==> src/inc/pbc_pkg.sv <==
package pbc_pkg;

    // Port count and selector widths.
    localparam int NUM_PORTS = 2;
    localparam int PORT_W    = 4;
    localparam int PAGE_W    = 3;
    localparam logic [PAGE_W-1:0] PORT_PAGE = 3'h0;

    // Register byte offsets on the bus.
    localparam int ADDR_W = 8;
    localparam logic [ADDR_W-1:0] ADDR_CTRL      = 8'h00;
    localparam logic [ADDR_W-1:0] ADDR_STATUS    = 8'h04;
    localparam logic [ADDR_W-1:0] ADDR_CLEAR     = 8'h08;
    localparam logic [ADDR_W-1:0] ADDR_IRQ_EN    = 8'h0c;
    localparam logic [ADDR_W-1:0] ADDR_PORT_CTRL = 8'h10;
    localparam logic [ADDR_W-1:0] ADDR_PORT_STAT = 8'h14;
    localparam logic [ADDR_W-1:0] ADDR_PHY_STAT  = 8'h18;

    // Control register fields.
    localparam int CTRL_SRR      = 0;
    localparam int CTRL_WDOG     = 1;
    localparam int CTRL_ACCEL    = 2;
    localparam int CTRL_MULTI    = 3;
    localparam int CTRL_PAGE_LSB = 4;
    localparam int CTRL_PORT_LSB = 8;

    // Event flag bits, shared by status, clear and enable registers.
    localparam int EV_LOOP = 0;
    localparam int EV_PWR  = 1;
    localparam int EV_TMO  = 2;
    localparam int EV_PORT = 3;
    localparam int EV_W    = 4;

    // Port control and port status fields.
    localparam int PC_INTEN = 0;
    localparam int PC_DIS   = 1;
    localparam int PS_CON   = 0;
    localparam int PS_BIAS  = 1;
    localparam int PS_FAULT = 2;
    localparam int PS_DIS   = 3;
    localparam int PS_INTEN = 4;

    // PHY status fields.
    localparam int PH_LINK  = 0;
    localparam int PH_CSS   = 1;
    localparam int PH_BUSY  = 2;
    localparam int PH_SHORT = 3;

    // Bus reset timing.
    localparam int CLK_MHZ         = 50;
    localparam int SHORT_RESET_NS  = 1300;
    localparam int SHORT_RESET_CYC = (SHORT_RESET_NS * CLK_MHZ + 999) / 1000;
    localparam int LONG_RESET_US   = 166;
    localparam int LONG_RESET_CYC  = LONG_RESET_US * CLK_MHZ;
    localparam int RST_CNT_W       = 14;

    // Bus reset sequencer states.
    typedef enum logic [1:0] {
        RST_IDLE,
        RST_SHORT,
        RST_LONG
    } pbc_rst_state_t;

endpackage : pbc_pkg

==> src/hw/pbc_sync.sv <==
`timescale 1ns/10ps
`default_nettype none

module pbc_sync #(
    parameter int W = 1
) (
    // Clock and reset.
    input  wire logic         hclk,
    input  wire logic         hresetn,
    // Asynchronous levels in, synchronised levels out.
    input  wire logic [W-1:0] d,
    output logic      [W-1:0] q
);

    typedef struct packed {
        logic [W-1:0] meta;
        logic [W-1:0] sync;
    } pbc_sync_state_t;

    pbc_sync_state_t s_reg;
    pbc_sync_state_t s_next;

    // The first stage feeds only the second stage.
    always_comb begin
        s_next      = s_reg;
        s_next.meta = d;
        s_next.sync = s_reg.meta;
    end

    // State register.
    always_ff @(posedge hclk or negedge hresetn) begin
        if (!hresetn) begin
            s_reg <= '0;
        end else begin
            s_reg <= s_next;
        end
    end

    assign q = s_reg.sync;

endmodule : pbc_sync

`default_nettype wire

==> src/hw/pbc_port_evt.sv <==
`timescale 1ns/10ps
`default_nettype none

module pbc_port_evt
    import pbc_pkg::*;
(
    // Clock and reset.
    input  wire logic                 hclk,
    input  wire logic                 hresetn,
    // Per-port status, control and resume starts.
    input  wire logic [NUM_PORTS-1:0] bias,
    input  wire logic [NUM_PORTS-1:0] con,
    input  wire logic [NUM_PORTS-1:0] fault,
    input  wire logic [NUM_PORTS-1:0] dis,
    input  wire logic [NUM_PORTS-1:0] int_en,
    input  wire logic [NUM_PORTS-1:0] resume_start,
    input  wire logic                 wdog,
    // One-cycle pulse when any port raises an event.
    output logic                      port_event
);

    typedef struct packed {
        logic [NUM_PORTS-1:0] bias;
        logic [NUM_PORTS-1:0] con;
        logic [NUM_PORTS-1:0] fault;
        logic [NUM_PORTS-1:0] dis;
    } pbc_port_state_t;

    pbc_port_state_t      s_reg;
    pbc_port_state_t      s_next;
    logic [NUM_PORTS-1:0] evt;

    // Each port compares its status to the last cycle's copy.
    for (genvar i = 0; i < NUM_PORTS; i++) begin : g_port
        assign evt[i] = (int_en[i] & (((bias[i] ^ s_reg.bias[i]) & ~dis[i])
                                      | (con[i] ^ s_reg.con[i])
                                      | (dis[i] ^ s_reg.dis[i])
                                      | (fault[i] ^ s_reg.fault[i])))
                        | (wdog & resume_start[i]);
    end

    // Remember the current status.
    always_comb begin
        s_next       = s_reg;
        s_next.bias  = bias;
        s_next.con   = con;
        s_next.fault = fault;
        s_next.dis   = dis;
    end

    // State register.
    always_ff @(posedge hclk or negedge hresetn) begin
        if (!hresetn) begin
            s_reg <= '0;
        end else begin
            s_reg <= s_next;
        end
    end

    assign port_event = |evt;

endmodule : pbc_port_evt

`default_nettype wire

==> src/hw/pbc_top.sv <==
// What this block does
// - Short reset request starts 1.3 us reset; bus reset clears it.
// - Short reset may become long with legacy nodes.
// - Arbitration timeout at tree start sets loop flag.
// - Loop and watchdog wake inactive link controller.
// - Only loop nodes see config timeout; others state-timeout.
// - Cable supply falling edge sets power-fail flag.
// - State timeout sets flag and performs bus reset.
// - Enabled port status change sets port change flag.
// - Watchdog lets resume start set port change flag.
// - Acceleration enable; hardware reset only clears it.
// - Multispeed enable; hardware reset only clears it.
// - Three-bit page index, hardware reset clears it.
// - Four-bit port index, hardware reset clears it.
// - Enabled port event sets flag and notifies link.
// - Unimplemented port reads zero in port page.
//
// The AHB-Lite register port and the address map were left to the implementer.
`timescale 1ns/10ps
`default_nettype none

module pbc_top
    import pbc_pkg::*;
#(
    parameter int LONG_CYC = LONG_RESET_CYC
) (
    // Clock and reset.
    input  wire logic                 hclk,
    input  wire logic                 hresetn,
    // AHB-Lite slave.
    input  wire logic                 hsel,
    input  wire logic [31:0]          haddr,
    input  wire logic [1:0]           htrans,
    input  wire logic                 hwrite,
    input  wire logic [2:0]           hsize,
    input  wire logic [31:0]          hwdata,
    input  wire logic                 hready,
    output logic                      hreadyout,
    output logic [31:0]               hrdata,
    output logic                      hresp,
    // Pins from the cable side and the link controller.
    input  wire logic                 cable_supply_sense,
    input  wire logic                 link_active,
    input  wire logic [NUM_PORTS-1:0] port_bias,
    input  wire logic [NUM_PORTS-1:0] port_con,
    input  wire logic [NUM_PORTS-1:0] port_fault,
    // Same-clock pulses from the PHY core.
    input  wire logic                 arb_opportunity,
    input  wire logic                 tree_id_timeout,
    input  wire logic                 state_timeout,
    input  wire logic                 bus_reset_seen,
    input  wire logic [NUM_PORTS-1:0] resume_start,
    // Controls to the PHY core and the link.
    output logic                      bus_reset_drive,
    output logic                      bus_reset_short,
    output logic                      accel_en,
    output logic                      multi_en,
    output logic [PAGE_W-1:0]         page_sel,
    output logic [PORT_W-1:0]         port_sel,
    output logic [NUM_PORTS-1:0]      port_dis,
    output logic                      link_wake,
    output logic                      irq
);

    typedef struct packed {
        logic                 wr_pend;
        logic [ADDR_W-1:0]    wr_addr;
        logic [31:0]          rdata;
        logic                 srr;
        logic                 wdog;
        logic                 accel;
        logic                 multi;
        logic [PAGE_W-1:0]    page;
        logic [PORT_W-1:0]    port;
        logic [EV_W-1:0]      ev;
        logic [EV_W-1:0]      ev_en;
        logic [NUM_PORTS-1:0] int_en;
        logic [NUM_PORTS-1:0] dis;
        logic                 css_prev;
        pbc_rst_state_t       rst;
        logic [RST_CNT_W-1:0] cnt;
        logic                 irq;
        logic                 wake;
    } pbc_top_state_t;

    localparam int SYNC_W = 2 + 3 * NUM_PORTS;

    pbc_top_state_t       s_reg;
    pbc_top_state_t       s_next;
    logic [SYNC_W-1:0]    sync_q;
    logic                 css_s;
    logic                 link_s;
    logic [NUM_PORTS-1:0] bias_s;
    logic [NUM_PORTS-1:0] con_s;
    logic [NUM_PORTS-1:0] fault_s;
    logic                 port_event;

    // All pin inputs pass two flip-flops before any logic reads them.
    pbc_sync #(
        .W (SYNC_W)
    ) u_sync (
        .hclk    (hclk),
        .hresetn (hresetn),
        .d       ({port_fault, port_con, port_bias, link_active, cable_supply_sense}),
        .q       (sync_q)
    );

    assign css_s   = sync_q[0];
    assign link_s  = sync_q[1];
    assign bias_s  = sync_q[2 +: NUM_PORTS];
    assign con_s   = sync_q[2 + NUM_PORTS +: NUM_PORTS];
    assign fault_s = sync_q[2 + 2 * NUM_PORTS +: NUM_PORTS];

    // Per-port change detection.
    pbc_port_evt u_port_evt (
        .hclk         (hclk),
        .hresetn      (hresetn),
        .bias         (bias_s),
        .con          (con_s),
        .fault        (fault_s),
        .dis          (s_reg.dis),
        .int_en       (s_reg.int_en),
        .resume_start (resume_start),
        .wdog         (s_reg.wdog),
        .port_event   (port_event)
    );

    // Bus logic, event flags, reset sequencer and read data.
    always_comb begin
        logic            addr_ok;
        logic            wr_now;
        logic            psel_ok;
        logic            bus_reset;
        logic [EV_W-1:0] ev_set;
        logic [EV_W-1:0] ev_clr;
        logic [31:0]     rd;
        addr_ok   = 1'b0;
        wr_now    = 1'b0;
        psel_ok   = 1'b0;
        bus_reset = 1'b0;
        ev_set    = '0;
        ev_clr    = '0;
        rd        = '0;
        s_next    = s_reg;

        // Address phase capture; every transfer is zero-wait.
        addr_ok        = hsel & hready & htrans[1];
        s_next.wr_pend = addr_ok & hwrite;
        if (addr_ok) begin
            s_next.wr_addr = haddr[ADDR_W-1:0];
        end
        wr_now = s_reg.wr_pend;

        // Data phase writes.
        if (wr_now) begin
            case (s_reg.wr_addr)
                ADDR_CTRL: begin
                    s_next.srr   = s_reg.srr | hwdata[CTRL_SRR];
                    s_next.wdog  = hwdata[CTRL_WDOG];
                    s_next.accel = hwdata[CTRL_ACCEL];
                    s_next.multi = hwdata[CTRL_MULTI];
                    s_next.page  = hwdata[CTRL_PAGE_LSB +: PAGE_W];
                    s_next.port  = hwdata[CTRL_PORT_LSB +: PORT_W];
                end
                ADDR_CLEAR: begin
                    ev_clr = hwdata[EV_W-1:0];
                end
                ADDR_IRQ_EN: begin
                    s_next.ev_en = hwdata[EV_W-1:0];
                end
                ADDR_PORT_CTRL: begin
                    for (int i = 0; i < NUM_PORTS; i++) begin
                        if (s_reg.page == PORT_PAGE && s_reg.port == PORT_W'(i)) begin
                            s_next.int_en[i] = hwdata[PC_INTEN];
                            s_next.dis[i]    = hwdata[PC_DIS];
                        end
                    end
                end
                default: begin
                end
            endcase
        end

        // Event sources.
        s_next.css_prev = css_s;
        ev_set[EV_LOOP] = tree_id_timeout;
        ev_set[EV_PWR]  = s_reg.css_prev & ~css_s;
        ev_set[EV_TMO]  = state_timeout;
        ev_set[EV_PORT] = port_event;
        s_next.ev       = (s_reg.ev & ~ev_clr) | ev_set;

        // Bus reset sequencer; a state timeout takes priority.
        case (s_reg.rst)
            RST_IDLE: begin
                if (state_timeout) begin
                    s_next.rst = RST_LONG;
                    s_next.cnt = RST_CNT_W'(LONG_CYC - 1);
                    bus_reset  = 1'b1;
                end else if (s_reg.srr && arb_opportunity) begin
                    s_next.rst = RST_SHORT;
                    s_next.cnt = RST_CNT_W'(SHORT_RESET_CYC - 1);
                    bus_reset  = 1'b1;
                end
            end
            RST_SHORT, RST_LONG: begin
                if (s_reg.cnt == '0) begin
                    s_next.rst = RST_IDLE;
                end else begin
                    s_next.cnt = s_reg.cnt - 1'b1;
                end
            end
            default: begin
                s_next.rst = RST_IDLE;
            end
        endcase

        // A reset from elsewhere, even a long one replacing ours, also counts.
        if (bus_reset || bus_reset_seen) begin
            s_next.srr = 1'b0;
        end

        // Interrupt and link wake-up, both registered.
        s_next.irq  = |(s_next.ev & s_next.ev_en);
        s_next.wake = s_next.ev[EV_LOOP] & s_next.wdog & ~link_s;

        // Read data reflects any write landing in the same cycle.
        psel_ok = (s_next.page == PORT_PAGE) && (s_next.port < PORT_W'(NUM_PORTS));
        if (addr_ok && !hwrite) begin
            case (haddr[ADDR_W-1:0])
                ADDR_CTRL: begin
                    rd[CTRL_SRR]                  = s_next.srr;
                    rd[CTRL_WDOG]                 = s_next.wdog;
                    rd[CTRL_ACCEL]                = s_next.accel;
                    rd[CTRL_MULTI]                = s_next.multi;
                    rd[CTRL_PAGE_LSB +: PAGE_W]   = s_next.page;
                    rd[CTRL_PORT_LSB +: PORT_W]   = s_next.port;
                end
                ADDR_STATUS: begin
                    rd[EV_W-1:0] = s_next.ev;
                end
                ADDR_IRQ_EN: begin
                    rd[EV_W-1:0] = s_next.ev_en;
                end
                ADDR_PORT_CTRL, ADDR_PORT_STAT: begin
                    for (int i = 0; i < NUM_PORTS; i++) begin
                        if (psel_ok && s_next.port == PORT_W'(i)) begin
                            if (haddr[ADDR_W-1:0] == ADDR_PORT_CTRL) begin
                                rd[PC_INTEN] = s_next.int_en[i];
                                rd[PC_DIS]   = s_next.dis[i];
                            end else begin
                                rd[PS_CON]   = con_s[i];
                                rd[PS_BIAS]  = bias_s[i];
                                rd[PS_FAULT] = fault_s[i];
                                rd[PS_DIS]   = s_next.dis[i];
                                rd[PS_INTEN] = s_next.int_en[i];
                            end
                        end
                    end
                end
                ADDR_PHY_STAT: begin
                    rd[PH_LINK]  = link_s;
                    rd[PH_CSS]   = css_s;
                    rd[PH_BUSY]  = (s_next.rst != RST_IDLE);
                    rd[PH_SHORT] = (s_next.rst == RST_SHORT);
                end
                default: begin
                    rd = '0;
                end
            endcase
            s_next.rdata = rd;
        end
    end

    // State register; hardware reset clears every control and flag.
    always_ff @(posedge hclk or negedge hresetn) begin
        if (!hresetn) begin
            s_reg     <= '0;
            s_reg.rst <= RST_IDLE;
        end else begin
            s_reg <= s_next;
        end
    end

    // Outputs other than hreadyout and hresp come straight from the state register.
    assign hreadyout       = 1'b1;
    assign hresp           = 1'b0;
    assign hrdata          = s_reg.rdata;
    assign bus_reset_drive = (s_reg.rst != RST_IDLE);
    assign bus_reset_short = (s_reg.rst == RST_SHORT);
    assign accel_en        = s_reg.accel;
    assign multi_en        = s_reg.multi;
    assign page_sel        = s_reg.page;
    assign port_sel        = s_reg.port;
    assign port_dis        = s_reg.dis;
    assign link_wake       = s_reg.wake;
    assign irq             = s_reg.irq;

endmodule : pbc_top

`default_nettype wire

==> config.mk <==
export PLATFORM = sky130hd
export DESIGN_NAME = pbc_top
export DESIGN_NICKNAME = d
export VERILOG_FILES = /design/src/inc/pbc_pkg.sv /design/src/hw/pbc_sync.sv /design/src/hw/pbc_port_evt.sv /design/src/hw/pbc_top.sv
export SDC_FILE = /design/constraint.sdc
export NUM_CORES = 1
export LEC_CHECK = 0
export BUFFER_PORTS_ARGS = -buffer_cell sky130_fd_sc_hd__buf_2
export CAP_MARGIN = 5
export CELL_PAD_IN_SITES_DETAIL_PLACEMENT = 0
export CELL_PAD_IN_SITES_GLOBAL_PLACEMENT = 1
export CORE_ASPECT_RATIO = 1.5
export CORE_MARGIN = 10
export CORE_UTILIZATION = 32
export CTS_BUF_LIST = sky130_fd_sc_hd__clkbuf_4
export DETAILED_ROUTE_END_ITERATION = 6
export PLACE_DENSITY = 0.74
export SLEW_MARGIN = 25
export SYNTH_ARGS = -nofsm -noshare
export SYNTH_HDL_FRONTEND = slang
export SYNTH_SLANG_ARGS = --single-unit
==> constraint.sdc <==
create_clock -name hclk -period 2.43 [get_ports hclk]
set_input_delay 0.243 -clock hclk [delete_from_list [all_inputs] [get_ports hclk]]
set_output_delay 0.243 -clock hclk [all_outputs]
set_load 0.1 [all_outputs]
# Word level (Yosys, flattened, before mapping)
# Index checks and enable logic that the tools add are counted.
[totals]
in_bits = 88
ff_bits = 86
elab_cells = 134
[op_classes]
n_mux = 31
n_bitwise = 37
reduce_logical = 25
n_lt_le_gt_ge = 1
n_addsub = 1
n_eq_ne = 15
[op_table]
columns = ["op", "count"]
rows = [
  ["$eq 8x5->1 const B", 4],
  ["$mux 16", 2],
  ["$pmux 14 s2", 1],
  ["$eq 8x4->1 const B", 3],
  ["$mux 11", 2],
  ["$mux 4", 5],
  ["$pmux 4 s5", 1],
  ["$logic_not 8->1", 2],
  ["$logic_not 14->1", 1],
  ["$mux 14", 1],
  ["$sub 14x1->14 const B", 1],
  ["$and 1x1->1", 12],
  ["$mux 5", 2],
  ["$or 1x1->1", 9],
  ["$and 4x4->4", 2],
  ["$eq 4x1->1 const B", 2],
  ["$eq 8x3->1 const B", 1],
  ["$logic_not 4->1", 2],
  ["$mux 1", 8],
  ["$mux 2", 4],
  ["$mux 8", 1],
  ["$xor 1x1->1", 8],
  ["$logic_and 1x1->1", 7],
  ["$logic_not 3->1", 2],
  ["other kinds (18)", 27],
]

# Depth between registers and ports, before layout
# Gate-level depths: netlist of the first run.
[logic_depth]
depth_word = 11
mapped_depth = 9

# Modules after synthesis
# Synthesis of the first run repeated with hierarchy kept, for this count alone.
[unflattened]
cells_unflattened = 421
hier_area_um2 = 4354.2
[by_module_without_submodules]
columns = ["module", "instances", "seq_area_each_um2", "area_per_inst_um2", "cells_each"]
rows = [
  ["pbc_top", 1, 1551.5, 3647.2, 381],
  ["pbc_sync", 1, 400.4, 400.4, 16],
  ["pbc_port_evt", 1, 200.2, 306.5, 24],
]

# Least setup slack after synthesis of the first run
# No wires, ideal clock.
[synth_timing]
path_type = "register to register"
start = "register s_reg[75] (netlist bit)"
end = "register s_reg (netlist bit hrdata[2])"
path_stages_with_launch = 8
path_buffers = 0
arrival_ps = 2254
period_less_slack_ps = 2380
setup_slack_ps = 50
setup_ps = 127
path_cell_list = "dfrtp_1 > or4b_4 > nor3b_4 > mux2i_1 > inv_1 > mux2_2 > a221oi_1 > o21ai_1"
[synth_rtl]
columns = ["item", "line_no", "text"]
rows = [
  ["from (decl)", "pbc_top.sv:88", "pbc_top_state_t s_reg;"],
  ["from (signal assigned)", "pbc_top.sv:280", "s_reg <= s_next;"],
]

# Worst setup path after layout of the first run
[layout_timing]
start = "register s_reg[79] (netlist bit)"
end = "register s_reg (netlist bit hrdata[1])"
[layout_via]
elab_chain_cells = 9
elab_cells_between_ends = 26
classes_between = "order compare (1); eq/ne (4); mux (12); bitwise (3); reduce/logical (6)"
[layout_rtl]
columns = ["item", "line_no", "text"]
rows = [
  ["$logic_not 8->1", "pbc_top.sv:156", "case (s_reg.wr_addr)"],
  ["$mux 11", "pbc_top.sv:156", ""],
  ["$mux 11", "pbc_top.sv:155", "if (wr_now) begin"],
  ["$lt 4x2->1 / $logic_not 3->1 (equally long branches)", "pbc_top.sv:227", "psel_ok = (s_next.page == PORT_PAGE) && (s_next.port < PORT_W'(NUM_PORTS));"],
  ["$logic_and 1x1->1", "pbc_top.sv:227", ""],
  ["$logic_and 1x1->1", "pbc_top.sv:246", "if (psel_ok && s_next.port == PORT_W'(i)) begin"],
  ["$mux 5 (2 in series)", "pbc_top.sv:246", ""],
  ["$pmux 4 s5 *", "pbc_top.sv:229", "case (haddr[ADDR_W-1:0])"],
]
# Every way passes the cells marked *; elsewhere a longest branch is shown, timed or not.
# A chain may end at the register's enable or synchronous reset.

==> results of run 1 <==
power by group through the flow:
| stage | clock network (W) | logic (W) | registers [W] |
|---|---|---|---|
| 4_1_cts | 0.000755 | 0.00124 | 0.00173 |
| 6_report | 0.000708 | 0.00126 | 0.00173 |
| 5_1_grt | 0.000803 | 0.00138 | 0.00176 |
| 3_5_place_dp | 0 | 0.00121 | 0.00176 |
| 2_1_floorplan | 0 | 0.000888 | 0.00177 |
| 3_3_place_gp | 0 | 0.00118 | 0.00175 |
path summary, 6_finish.rpt:
path                             startpoint     endpoint  depth (start not counted)  slack [ps]
hold reg to reg            u_sync.s_next[0]  u_sync.q[0]                          0         360
max in group asynchronous           hresetn          irq                          3        1490
setup / recovery                  s_reg[79]    hrdata[1]                          7         -10
hold / removal                     haddr[5]    s_reg[79]                          2          40
setup reg to reg                  s_reg[79]    hrdata[1]                          7         -10
min in group asynchronous           hresetn  port_sel[3]                          2         280
metal layers:
| layer | track usage | part of all wire | up-vias |
|---|---|---|---|
| met2 | 0.206 | 0.54 | 84 |
| li1 | - | - | 1467 |
| met5 | 0 | 0.0012 | - |
| met3 | 0.0349 | 0.057 | 8 |
| met1 | 0.126 | 0.40 | 1525 |
| met4 | 0.0417 | 0.0094 | 2 |
placed cells by master (no fill, tap or decap), drive strengths merged, types with 2 or more instances in the layout:
cell         instances
clkbuf              11
o31a                 2
clkinv               3
nor2                21
mux2                25
dfrtp               86
a21o                 5
nor4b                4
dlygate4sd3          9
nor4                 5
a32oi                3
nand4                5
ha                   4
a22oi                3
nand2               22
a211oi               2
xnor2                5
xor2                 8
a22o                 5
nand2b               2
nor3                10
a21oi                7
conb                23
or3                  7
nor3b                5
buf                 99
inv                 21
a221o                3
mux2i                8
o211ai               4
o21ai               17
or4b                 2
or4                  4
diode                2
and4                 2
nand3                5
nor2b                5
and2                 4
cells by family after synthesis:
family / after synthesis / synth area share
mux: 33 / 0.0862
xor+xnor: 13 / 0.0271
compound gates: 63 / 0.106
other cells: 2 / 0.00179
simple gates: 109 / 0.153
buf+inv: 68 / 0.101
fa+ha+maj: 4 / 0.0119
flops: 86 / 0.513
metrics by stage:
step           hold slack (ps)  cell area [µm²]  setup TNS [ps]  power (W)  setup slack, ps
2_1_floorplan            -52.6             4280               0    0.00266             49.6
3_3_place_gp               235             4660           -15.4    0.00293            -15.4
3_5_place_dp               241             4660           -22.5    0.00297            -22.5
4_1_cts                   3.93             4890          -0.233    0.00372           -0.233
5_1_grt                   16.0             4990            -253    0.00394             -123
6_report                  41.4             4990           -14.5    0.00370            -10.3
what timing repair did:
action | 4_1_cts | 5_1_grt
setup buffers | 1 | 7
hold buffers | 9 | 0
gates resized for setup | 4 | 9
hold endpoints to repair | 43 | 0
endpoints found under the setup margin | 7 | 12
pin swaps | 0 | 2
cell type report:
class                           count  share of cell area
Sequential cell                    86               0.431
Multi-Input combinational cell    245               0.351
Timing Repair Buffer              108               0.139
Tap cell                          159              0.0398
Clock buffer                       11              0.0165
Inverter                           20              0.0150
Clock inverter                      5             0.00702
Antenna cell                        2             0.00100
worst reg2reg max path, delay by kind of cell, from the launching register on:
family	cells	cell delay [ps]
AOI/OAI and AO/OA	1	200
DFF	1	410
muxes	2	630
and+or+nand+nor	3	920
buffers and inverters	1	170
==> summary.txt, run 1 <==
Final Hold Fails: 0
Avg Cell Area, Syn: 11.1 µm²
Worst min-delay path class: primary input to register
Switching power: 0.00142 W
Total CTS buffers: 9
DRT Pass-1 Iters: 5
Detail Placement HPWL: 8340 µm
Failing checks: setup timing
Die Y: 160 µm
# setup viols final: 2
Cell count after synthesis: 378
Max Buffers Root-to-Sink: 2
Gr usage total: 0.116
Warnings from Yosys: 0
Max_slew headroom: 0.654
Power density over the cells: 742 nW/µm²
Vias per inst: 4.85
FF+latch count, synth: 86
Switching fraction of total power: 0.383
Crit path max-delay family: simple AND/OR/NAND/NOR gates
Worst-Margin Slew: 519 ps
Number of DRC markers in iteration 0: 147
Via Count: 3086
Critical Path Start Type: register
Final ANT Viol Nets: 0
Required time of the worst setup path: 2740 ps
CTS H-Tree Depth: 3
Routed length per instance: 16.5 µm
Kind of critical path: register to register
Sequential area share after synthesis: 0.513
Achievable clock frequency: 410 MHz
Fraction of layout cells with a size suffix above 1: 0.326
Maxcap violations: 0
Clock Sinks: 86
Antenna violations before repair: 2
Clock share of power: 0.191
Grt total ovfl: 0
Die area: 18200 µm²
Most frequent cell after synthesis: dfrtp_1
Final Critical Period: 2440 ps
Synth cell count leaders: dfrtp_1 (86), buf_4 (45), mux2_2 (25)
Max reg flops: 38
PortBufs: 64
RSZ-0062 raised after global routing: true
Max Slew Vio Count: 0
CTS root buf: clkbuf_4
Filler cells: 1310
EDFF count, synth: 0
IO Count: 137
Core ar.: 13000 µm²
Placed instance count: 601
Vias in the first global route: 3294
Critical path buffers and inverters: 1
Sequential Power Share: 0.468
Critical path endpoint category: register
Largest cells by area after synthesis: dfrtp_1 (51%), buf_4 (8.1%), mux2_2 (6.7%)
Worst path max stage delay: 570 ps
Final WL: 10500 µm
Layout Cells excl Fill: 636
Largest net degree at the start of global routing: 52
Slowest-stage cell, CP: or4b_4
Ys flop type: dfrtp_1
Synth top area share: 0.513
VDD IR-drop max: 400 µV
Seq. cell area: 2150 µm²
Syn Std Cell Area: 4200 µm²
Initial Util: 0.324
Yosys top cell by area: dfrtp_1
RD Place Congestion: 0.864
Comb power frac: 0.341
Clock latency on the worst-skew pair: 440 ps
LEAKAGE: 2.37 nW
Remaining DRCs: 0
Num rows: 51
Final period util: 1.00
Area taken by multi-input logic gates: 1750 µm²
P&R area growth vs syn: 19.0%
CTS tree: yes
CP cell instances: or4b_4 > nor3b_4 > mux2i_1 > buf_4 > mux2_2 > o221ai_2 > nand3_1
Reg clk slew, reported paths: 130 ps
First-pass GRT wire length: 17000 µm
Post-synthesis cell type count: 60
Worst Skew: 17.2 ps
Chip Width: 114 µm
Async SR Flop Fraction: 1.00
CP max FO: 4
Setup WS post-layout: -10.3 ps
Nets@finish: 562
Arrival @ worst endpoint: 2750 ps
Finished Core Util: 0.385
Internal power: 0.00228 W
Status: finished with violations
(Power assumes the default switching activity.)
==> run 2, diff against run 1 <==
--- a/config.mk
+++ b/config.mk
@@ -15,6 +15,7 @@
 export CTS_BUF_LIST = sky130_fd_sc_hd__clkbuf_4
 export DETAILED_ROUTE_END_ITERATION = 6
 export PLACE_DENSITY = 0.74
+export REMOVE_ABC_BUFFERS = 1
 export SLEW_MARGIN = 25
 export SYNTH_ARGS = -nofsm -noshare
 export SYNTH_HDL_FRONTEND = slang
==> run 2 against run 1 <==
The run now ends clean. Global-route usage increased by 0.21 points. Total power increased by 5.7%. Design area increased by 0.95%. Clock power increased by 23%. Clock-buffer cell count decreased by 2. Die area unchanged. Core utilization increased by 0.37 points. Sequential power about the same. Combinational power increased by 3%. Hold slack got worse by 3.3 ps. Largest power group unchanged.
==> summary.txt, run 2 (same netlist as run 1, synthesis figures left out) <==
Status: completed
Chip Width: 114 µm (unchanged)
Critical path endpoint category: register
Num rows: 51 (unchanged)
Nets@finish: 562 (unchanged)
Vias in the first global route: 3355 (+1.9%)
Pre-CTS setup slack: -85.2 ps (-62.7 ps)
Final WL: 10600 µm (+0.71%)
Most common cell after layout, fill and taps aside: dfrtp_1
Power density over the cells: 776 nW/µm² (+4.7%)
Fraction of layout cells with a size suffix above 1: 0.326 (unchanged)
Initial Util: 0.324 (unchanged)
Final period util: 0.993 (-0.0107)
Clock latency on the worst-skew pair: 450 ps (about the same)
Internal power: 0.00242 W (+5.9%)
Maxcap violations: 0 (unchanged)
Max_slew headroom: 0.606 (-0.0480)
Final Hold Fails: 0 (unchanged)
Worst Skew: 18.2 ps (+1.01 ps)
Clock Sinks: 86 (unchanged)
Met2 routed WL: 5610 µm (-0.43%)
Number of DRC markers in iteration 0: 156 (+6.1%)
Filler cells: 1297 (-0.99%)
Switching fraction of total power: 0.382 (-0.00128)
Achievable clock frequency: 414 MHz (+1.1%)
Kind of critical path: register to register
Die Y: 160 µm (unchanged)
Top Metal Used: met4
Met3 wire len: 626 µm (+5.0%)
Arrival @ worst endpoint: 2740 ps (about the same)
Final ANT Viol Nets: 0 (unchanged)
P&R area growth vs syn: 20.1%
Worst-Margin Slew: 592 ps (+73.0 ps)
Grt total ovfl: 0 (unchanged)
IO Count: 137 (unchanged)
Required time of the worst setup path: 2750 ps (about the same)
Remaining DRCs: 0 (unchanged)
Antenna violations before repair: 1 (-1)
Total CTS buffers: 9 (unchanged)
CTS root buf: clkbuf_4
Core ar.: 13000 µm² (unchanged)
RD Place Congestion: 0.846 (-2.0%)
CTS H-Tree Depth: 3 (unchanged)
# setup viols final: 0 (-2)
Die area: 18200 µm² (unchanged)
Via Count: 3049 (-1.2%)
Sequential Power Share: 0.443 (-0.025)
First-pass GRT wire length: 17200 µm (+0.97%)
PortBufs: 64 (unchanged)
Final Hold Slack: 38.1 ps (-3.29 ps)
Max reg flops: 38 (unchanged)
Largest net degree at the start of global routing: 45 (-13%)
Routed length per instance: 16.7 µm (+0.87%)
Reg clk slew, reported paths: 140 ps (about the same)
VDD IR-drop max: 305 µV (-24%)
Worst min-delay path class: primary input to register
Max Buffers Root-to-Sink: 2 (unchanged)
Switching power: 0.00149 W (+5.3%)
Comb power frac: 0.333 (-0.008)
CTS tree: yes
Vias per inst: 4.80 (-1.0%)
Met1 WL: 4120 µm (-0.99%)
DRT Pass-1 Iters: 4 (-1)
Setup WS post-layout: 15.8 ps (+26.1 ps)
Most frequent cells in the layout: dfrtp_1 (86), buf_2 (63), buf_4 (33)
RSZ-0062 raised after global routing: true
LEAKAGE: 2.39 nW (+0.94%)
Final Critical Period: 2410 ps (-26.1 ps)
CP max FO: 9 (+5)
Critical Path Start Type: register
Gr usage total: 0.118 (+0.00208)
Max Slew Vio Count: 0 (unchanged)
Clock share of power: 0.223 (+0.032)
Detail Placement HPWL: 8420 µm (+0.96%)
## run 2: final timing paths
check	startpoint	to	slack [ps]	depth (start not counted)
max	s_reg[75]	hrdata[1]	20	7
min	haddr[0]	s_reg[74]	40	2
max reg2reg	s_reg[75]	hrdata[1]	20	7
min reg2reg	u_sync.s_next[2]	u_sync.q[2]	370	0
max in group asynchronous	hresetn	page_sel[1]	1470	3
min in group asynchronous	hresetn	s_reg[23]	320	2
## run 2: cell type report
| class | count | area (µm²) | share of cell area |
|---|---|---|---|
| sequential | 86 | 2150 | 0.427 |
| multi-input combinational | 245 | 1760 | 0.349 |
| timing repair buffer | 108 | 694 | 0.138 |
| tap | 159 | 199 | 0.0395 |
| clock inverter | 7 | 91.3 | 0.0181 |
| inverter | 20 | 75.1 | 0.0149 |
| clock buffer | 9 | 67.6 | 0.0134 |
| antenna | 1 | 2.50 | 0.000496 |
## run 2: repair_timing
action                     in CTS  in global routing
pin swaps                       0                  4
buffers inserted                0                  3
setup endpoints to repair       8                 14
hold buffers                   10                  0
hold endpoints to repair       52                  0
gates resized for setup         2                 12
## run 2: per-layer routing
layer,global-route usage,vias up
met5,0,-
met4,0.0457,0
met3,0.0409,13
met2,0.209,81
met1,0.124,1486
li1,-,1469
## run 2: power by group through the flow
stage / sequential, W / combinational [W] / clock, W
2_1_floorplan: 0.00185 / 0.000749 / 0
3_3_place_gp: 0.00175 / 0.00119 / 0
3_5_place_dp: 0.00176 / 0.00123 / 0
4_1_cts: 0.00173 / 0.00125 / 0.000919
5_1_grt: 0.00176 / 0.00143 / 0.000966
6_report: 0.00174 / 0.00130 / 0.000874
## run 2: worst max-delay path: stages, from the launching register on
cell     delay [ps]
dfrtp_1         410
or4b_4          580
nor3b_4         250
buf_6           200
mux2i_1         340
o22ai_1         150
o21ai_0         260
nand3_1         110
## run 2: metrics by stage
| step | utilization | std cells | setup TNS (ps) | instance area [µm²] | power [W] |
|---|---|---|---|---|---|
| 2_1_floorplan | - | 351 | -789 | 3930 | 0.00260 |
| 3_3_place_gp | 0.362 | 605 | -200 | 4690 | 0.00294 |
| 3_5_place_dp | 0.362 | 605 | -297 | 4690 | 0.00299 |
| 4_1_cts | 0.383 | 631 | -1.68 | 4960 | 0.00390 |
| 5_1_grt | 0.389 | 635 | -45.0 | 5040 | 0.00416 |
| 6_report | 0.389 | 635 | 0 | 5040 | 0.00391 |
==> run 3, diff against run 2 <==
--- a/config.mk
+++ b/config.mk
@@ -12,9 +12,9 @@
 export CORE_ASPECT_RATIO = 1.5
 export CORE_MARGIN = 10
 export CORE_UTILIZATION = 32
-export CTS_BUF_LIST = sky130_fd_sc_hd__clkbuf_4
+export CTS_BUF_LIST = sky130_fd_sc_hd__clkbuf_8 sky130_fd_sc_hd__clkbuf_16
 export DETAILED_ROUTE_END_ITERATION = 6
-export PLACE_DENSITY = 0.74
+export PLACE_DENSITY = 0.71
 export REMOVE_ABC_BUFFERS = 1
 export SLEW_MARGIN = 25
 export SYNTH_ARGS = -nofsm -noshare
==> constraint.sdc (replaced) <==
create_clock -name hclk -period 3.1 [get_ports hclk]
set_input_delay 0.31 -clock hclk [delete_from_list [all_inputs] [get_ports hclk]]
set_output_delay 0.31 -clock hclk [all_outputs]
set_load 0.1 [all_outputs]
==> run 3 against run 2 <==
The run now ends with hold timing left. Non-clock buffer count decreased by 36. Total power decreased by 16%. Critical path type unchanged. Largest cell class unchanged. Clock skew decreased by 7.4 ps. Wire length decreased by 3.9%. Register-to-register slack improved by 540 ps. Hold slack got worse by 38 ps. Via count decreased by 3.5%. Critical endpoint is now s_reg[7]. Global-route usage decreased by 0.42 points. Sequential share of layout area increased by 2.0 points. Maximum frequency decreased by 5.1%. Clock power increased by 20%. Largest power group unchanged.
==> summary.txt, run 3 (same netlist as run 1, synthesis figures left out) <==
Status: finished with violations
Failing checks: hold timing
Max_slew headroom: 0.342 (-0.264)
Final Critical Period: 2550 ps (+131 ps)
Initial Util: 0.324 (unchanged)
P&R area growth vs syn: 14.8%
Slowest-stage cell, CP: or4b_1
IO Count: 137 (unchanged)
Remaining DRCs: 0 (unchanged)
Vias in the first global route: 3147 (-6.2%)
Clock Sinks: 86 (unchanged)
CTS Hold Bufs: 0 (-10)
Total CTS buffers: 9 (unchanged)
Worst min-delay path class: primary input to async pin
Num rows: 51 (unchanged)
CP max FO: 16 (+7)
Fraction of layout cells with a size suffix above 1: 0.273 (-0.0530)
Final WL: 10200 µm (-3.9%)
Worst-Margin Slew: 962 ps (+371 ps)
CTS tree: yes
Grt total ovfl: 0 (unchanged)
# setup viols final: 0 (unchanged)
RD Place Congestion: 0.849 (+0.25%)
Detail Placement HPWL: 7860 µm (-6.6%)
Post-CTS setup buffer count: 0 (unchanged)
Die area: 18200 µm² (unchanged)
Final period util: 0.821 (-0.172)
Clock latency on the worst-skew pair: 340 ps (-110 ps)
Worst Skew: 10.8 ps (-7.37 ps)
Critical path buffers and inverters: 1 (unchanged)
Reg clk slew, reported paths: 70 ps (-70 ps)
Pwr Total: 0.00328 W (-16%)
Final Hold Fails: 1 (+1)
Final TNS setup: 0 ps (unchanged)
CTS root buf: clkbuf_16
Arrival @ worst endpoint: 2770 ps (+30 ps)
RSZ-0062 raised after global routing: false
Critical Path Start Type: register
Kind of critical path: register to register
Most common cell after layout, fill and taps aside: dfrtp_1
Nets@finish: 526 (-6.4%)
Max Buffers Root-to-Sink: 2 (unchanged)
Core ar.: 13000 µm² (unchanged)
Most frequent cells in the layout: dfrtp_1 (86), buf_2 (63), mux2_2 (25)
Vias per inst: 4.92 (+2.4%)
CP cell instances: inv_1 > ha_1 > or4b_1 > nor4b_2 > a21o_1 > o21ai_0 > a221o_1
Required time of the worst setup path: 3320 ps (+570 ps)
Max Slew Vio Count: 0 (unchanged)
Chip Width: 114 µm (unchanged)
Max reg flops: 38 (unchanged)
Maxcap violations: 0 (unchanged)
Via Count: 2941 (-3.5%)
Final ANT Viol Nets: 0 (unchanged)
Routed length per instance: 17.0 µm (+2.1%)
PortBufs: 64 (unchanged)
# resized after CTS: 0 (-2)
CTS H-Tree Depth: 3 (unchanged)
Critical path endpoint category: register
Crit path max-delay family: compound AO/OA/AOI/OAI gates
Die Y: 160 µm (unchanged)
First-pass GRT wire length: 16500 µm (-4.1%)
Worst path max stage delay: 500 ps (-80 ps)
Antenna cells: 0 (-1)
Final Hold Slack: -0.310 ps (-38.4 ps)
Number of DRC markers in iteration 0: 107 (-31%)
Antenna violations before repair: 0 (-1)
Gr usage total: 0.114 (-0.00420)
Power density over the cells: 682 nW/µm² (-12%)
DRT Pass-1 Iters: 5 (+1)
LEAKAGE: 2.26 nW (-5.4%)
Largest net degree at the start of global routing: 87 (+93%)
VDD IR-drop max: 287 µV (-5.8%)
R2R setup slack: 550 ps (+540 ps)
Achievable clock frequency: 393 MHz (-5.1%)
## run 3: changes by cell type in the layout (fill, tap and decap cells not counted), moves of 3 or more
| cell | previous run | this run |
|---|---|---|
| buf_4 | 33 | 8 |
| dlygate4sd3_1 | 10 | 0 |
| clkbuf_16 | 0 | 9 |
| clkbuf_4 | 9 | 0 |
| inv_6 | 1 | 4 |
## run 3: report_power, final
part | switching (W) | internal (W) | leakage (nW)
Clock | 0.000483 | 0.000568 | 0.146
Combinational | 0.000581 | 0.000278 | 1.05
Sequential | 0.000122 | 0.00125 | 1.07
## run 3: metal layers
layer  up-vias  wire (µm)  track usage
li1       1399          -            -
met1      1448       3960        0.124
met4         0        325       0.0584
met5         -          0            0
met2        77       5370        0.195
met3        17        507       0.0330
## run 3: worst paths after layout
path                                        from                to  cells past startpoint
worst min-delay path                     hresetn         s_reg[11]                      2
max in group asynchronous                hresetn          s_reg[2]                      2
worst max-delay path                    s_reg[2]          s_reg[7]                      7
worst max register to register          s_reg[2]          s_reg[7]                      7
worst min register to register  u_sync.s_next[1]       u_sync.q[1]                      0
min in group hclk                    port_con[1]  u_sync.s_next[5]                      1
## run 3: area by class of cell
class / count / area, µm²
clock inverter: 7 / 71.3
fill: 1314 / 8140
multi-input combinational: 245 / 1700
sequential: 86 / 2150
inverter: 20 / 75.1
timing repair buffer: 72 / 395
tap: 159 / 199
clock buffer: 9 / 225
## run 3: metrics by stage
stage               std cells  hold WS, ps   util  worst slack [ps]  instance area [µm²]
detailed placement        582          335  0.349               549                 4520
finish                    598       -0.310  0.372               555                 4820
floorplan                 351         14.4      -               442                 3930
CTS                       598         27.3  0.372               536                 4820
global route              598         34.5  0.372               349                 4820
global placement          582          332  0.349               562                 4520
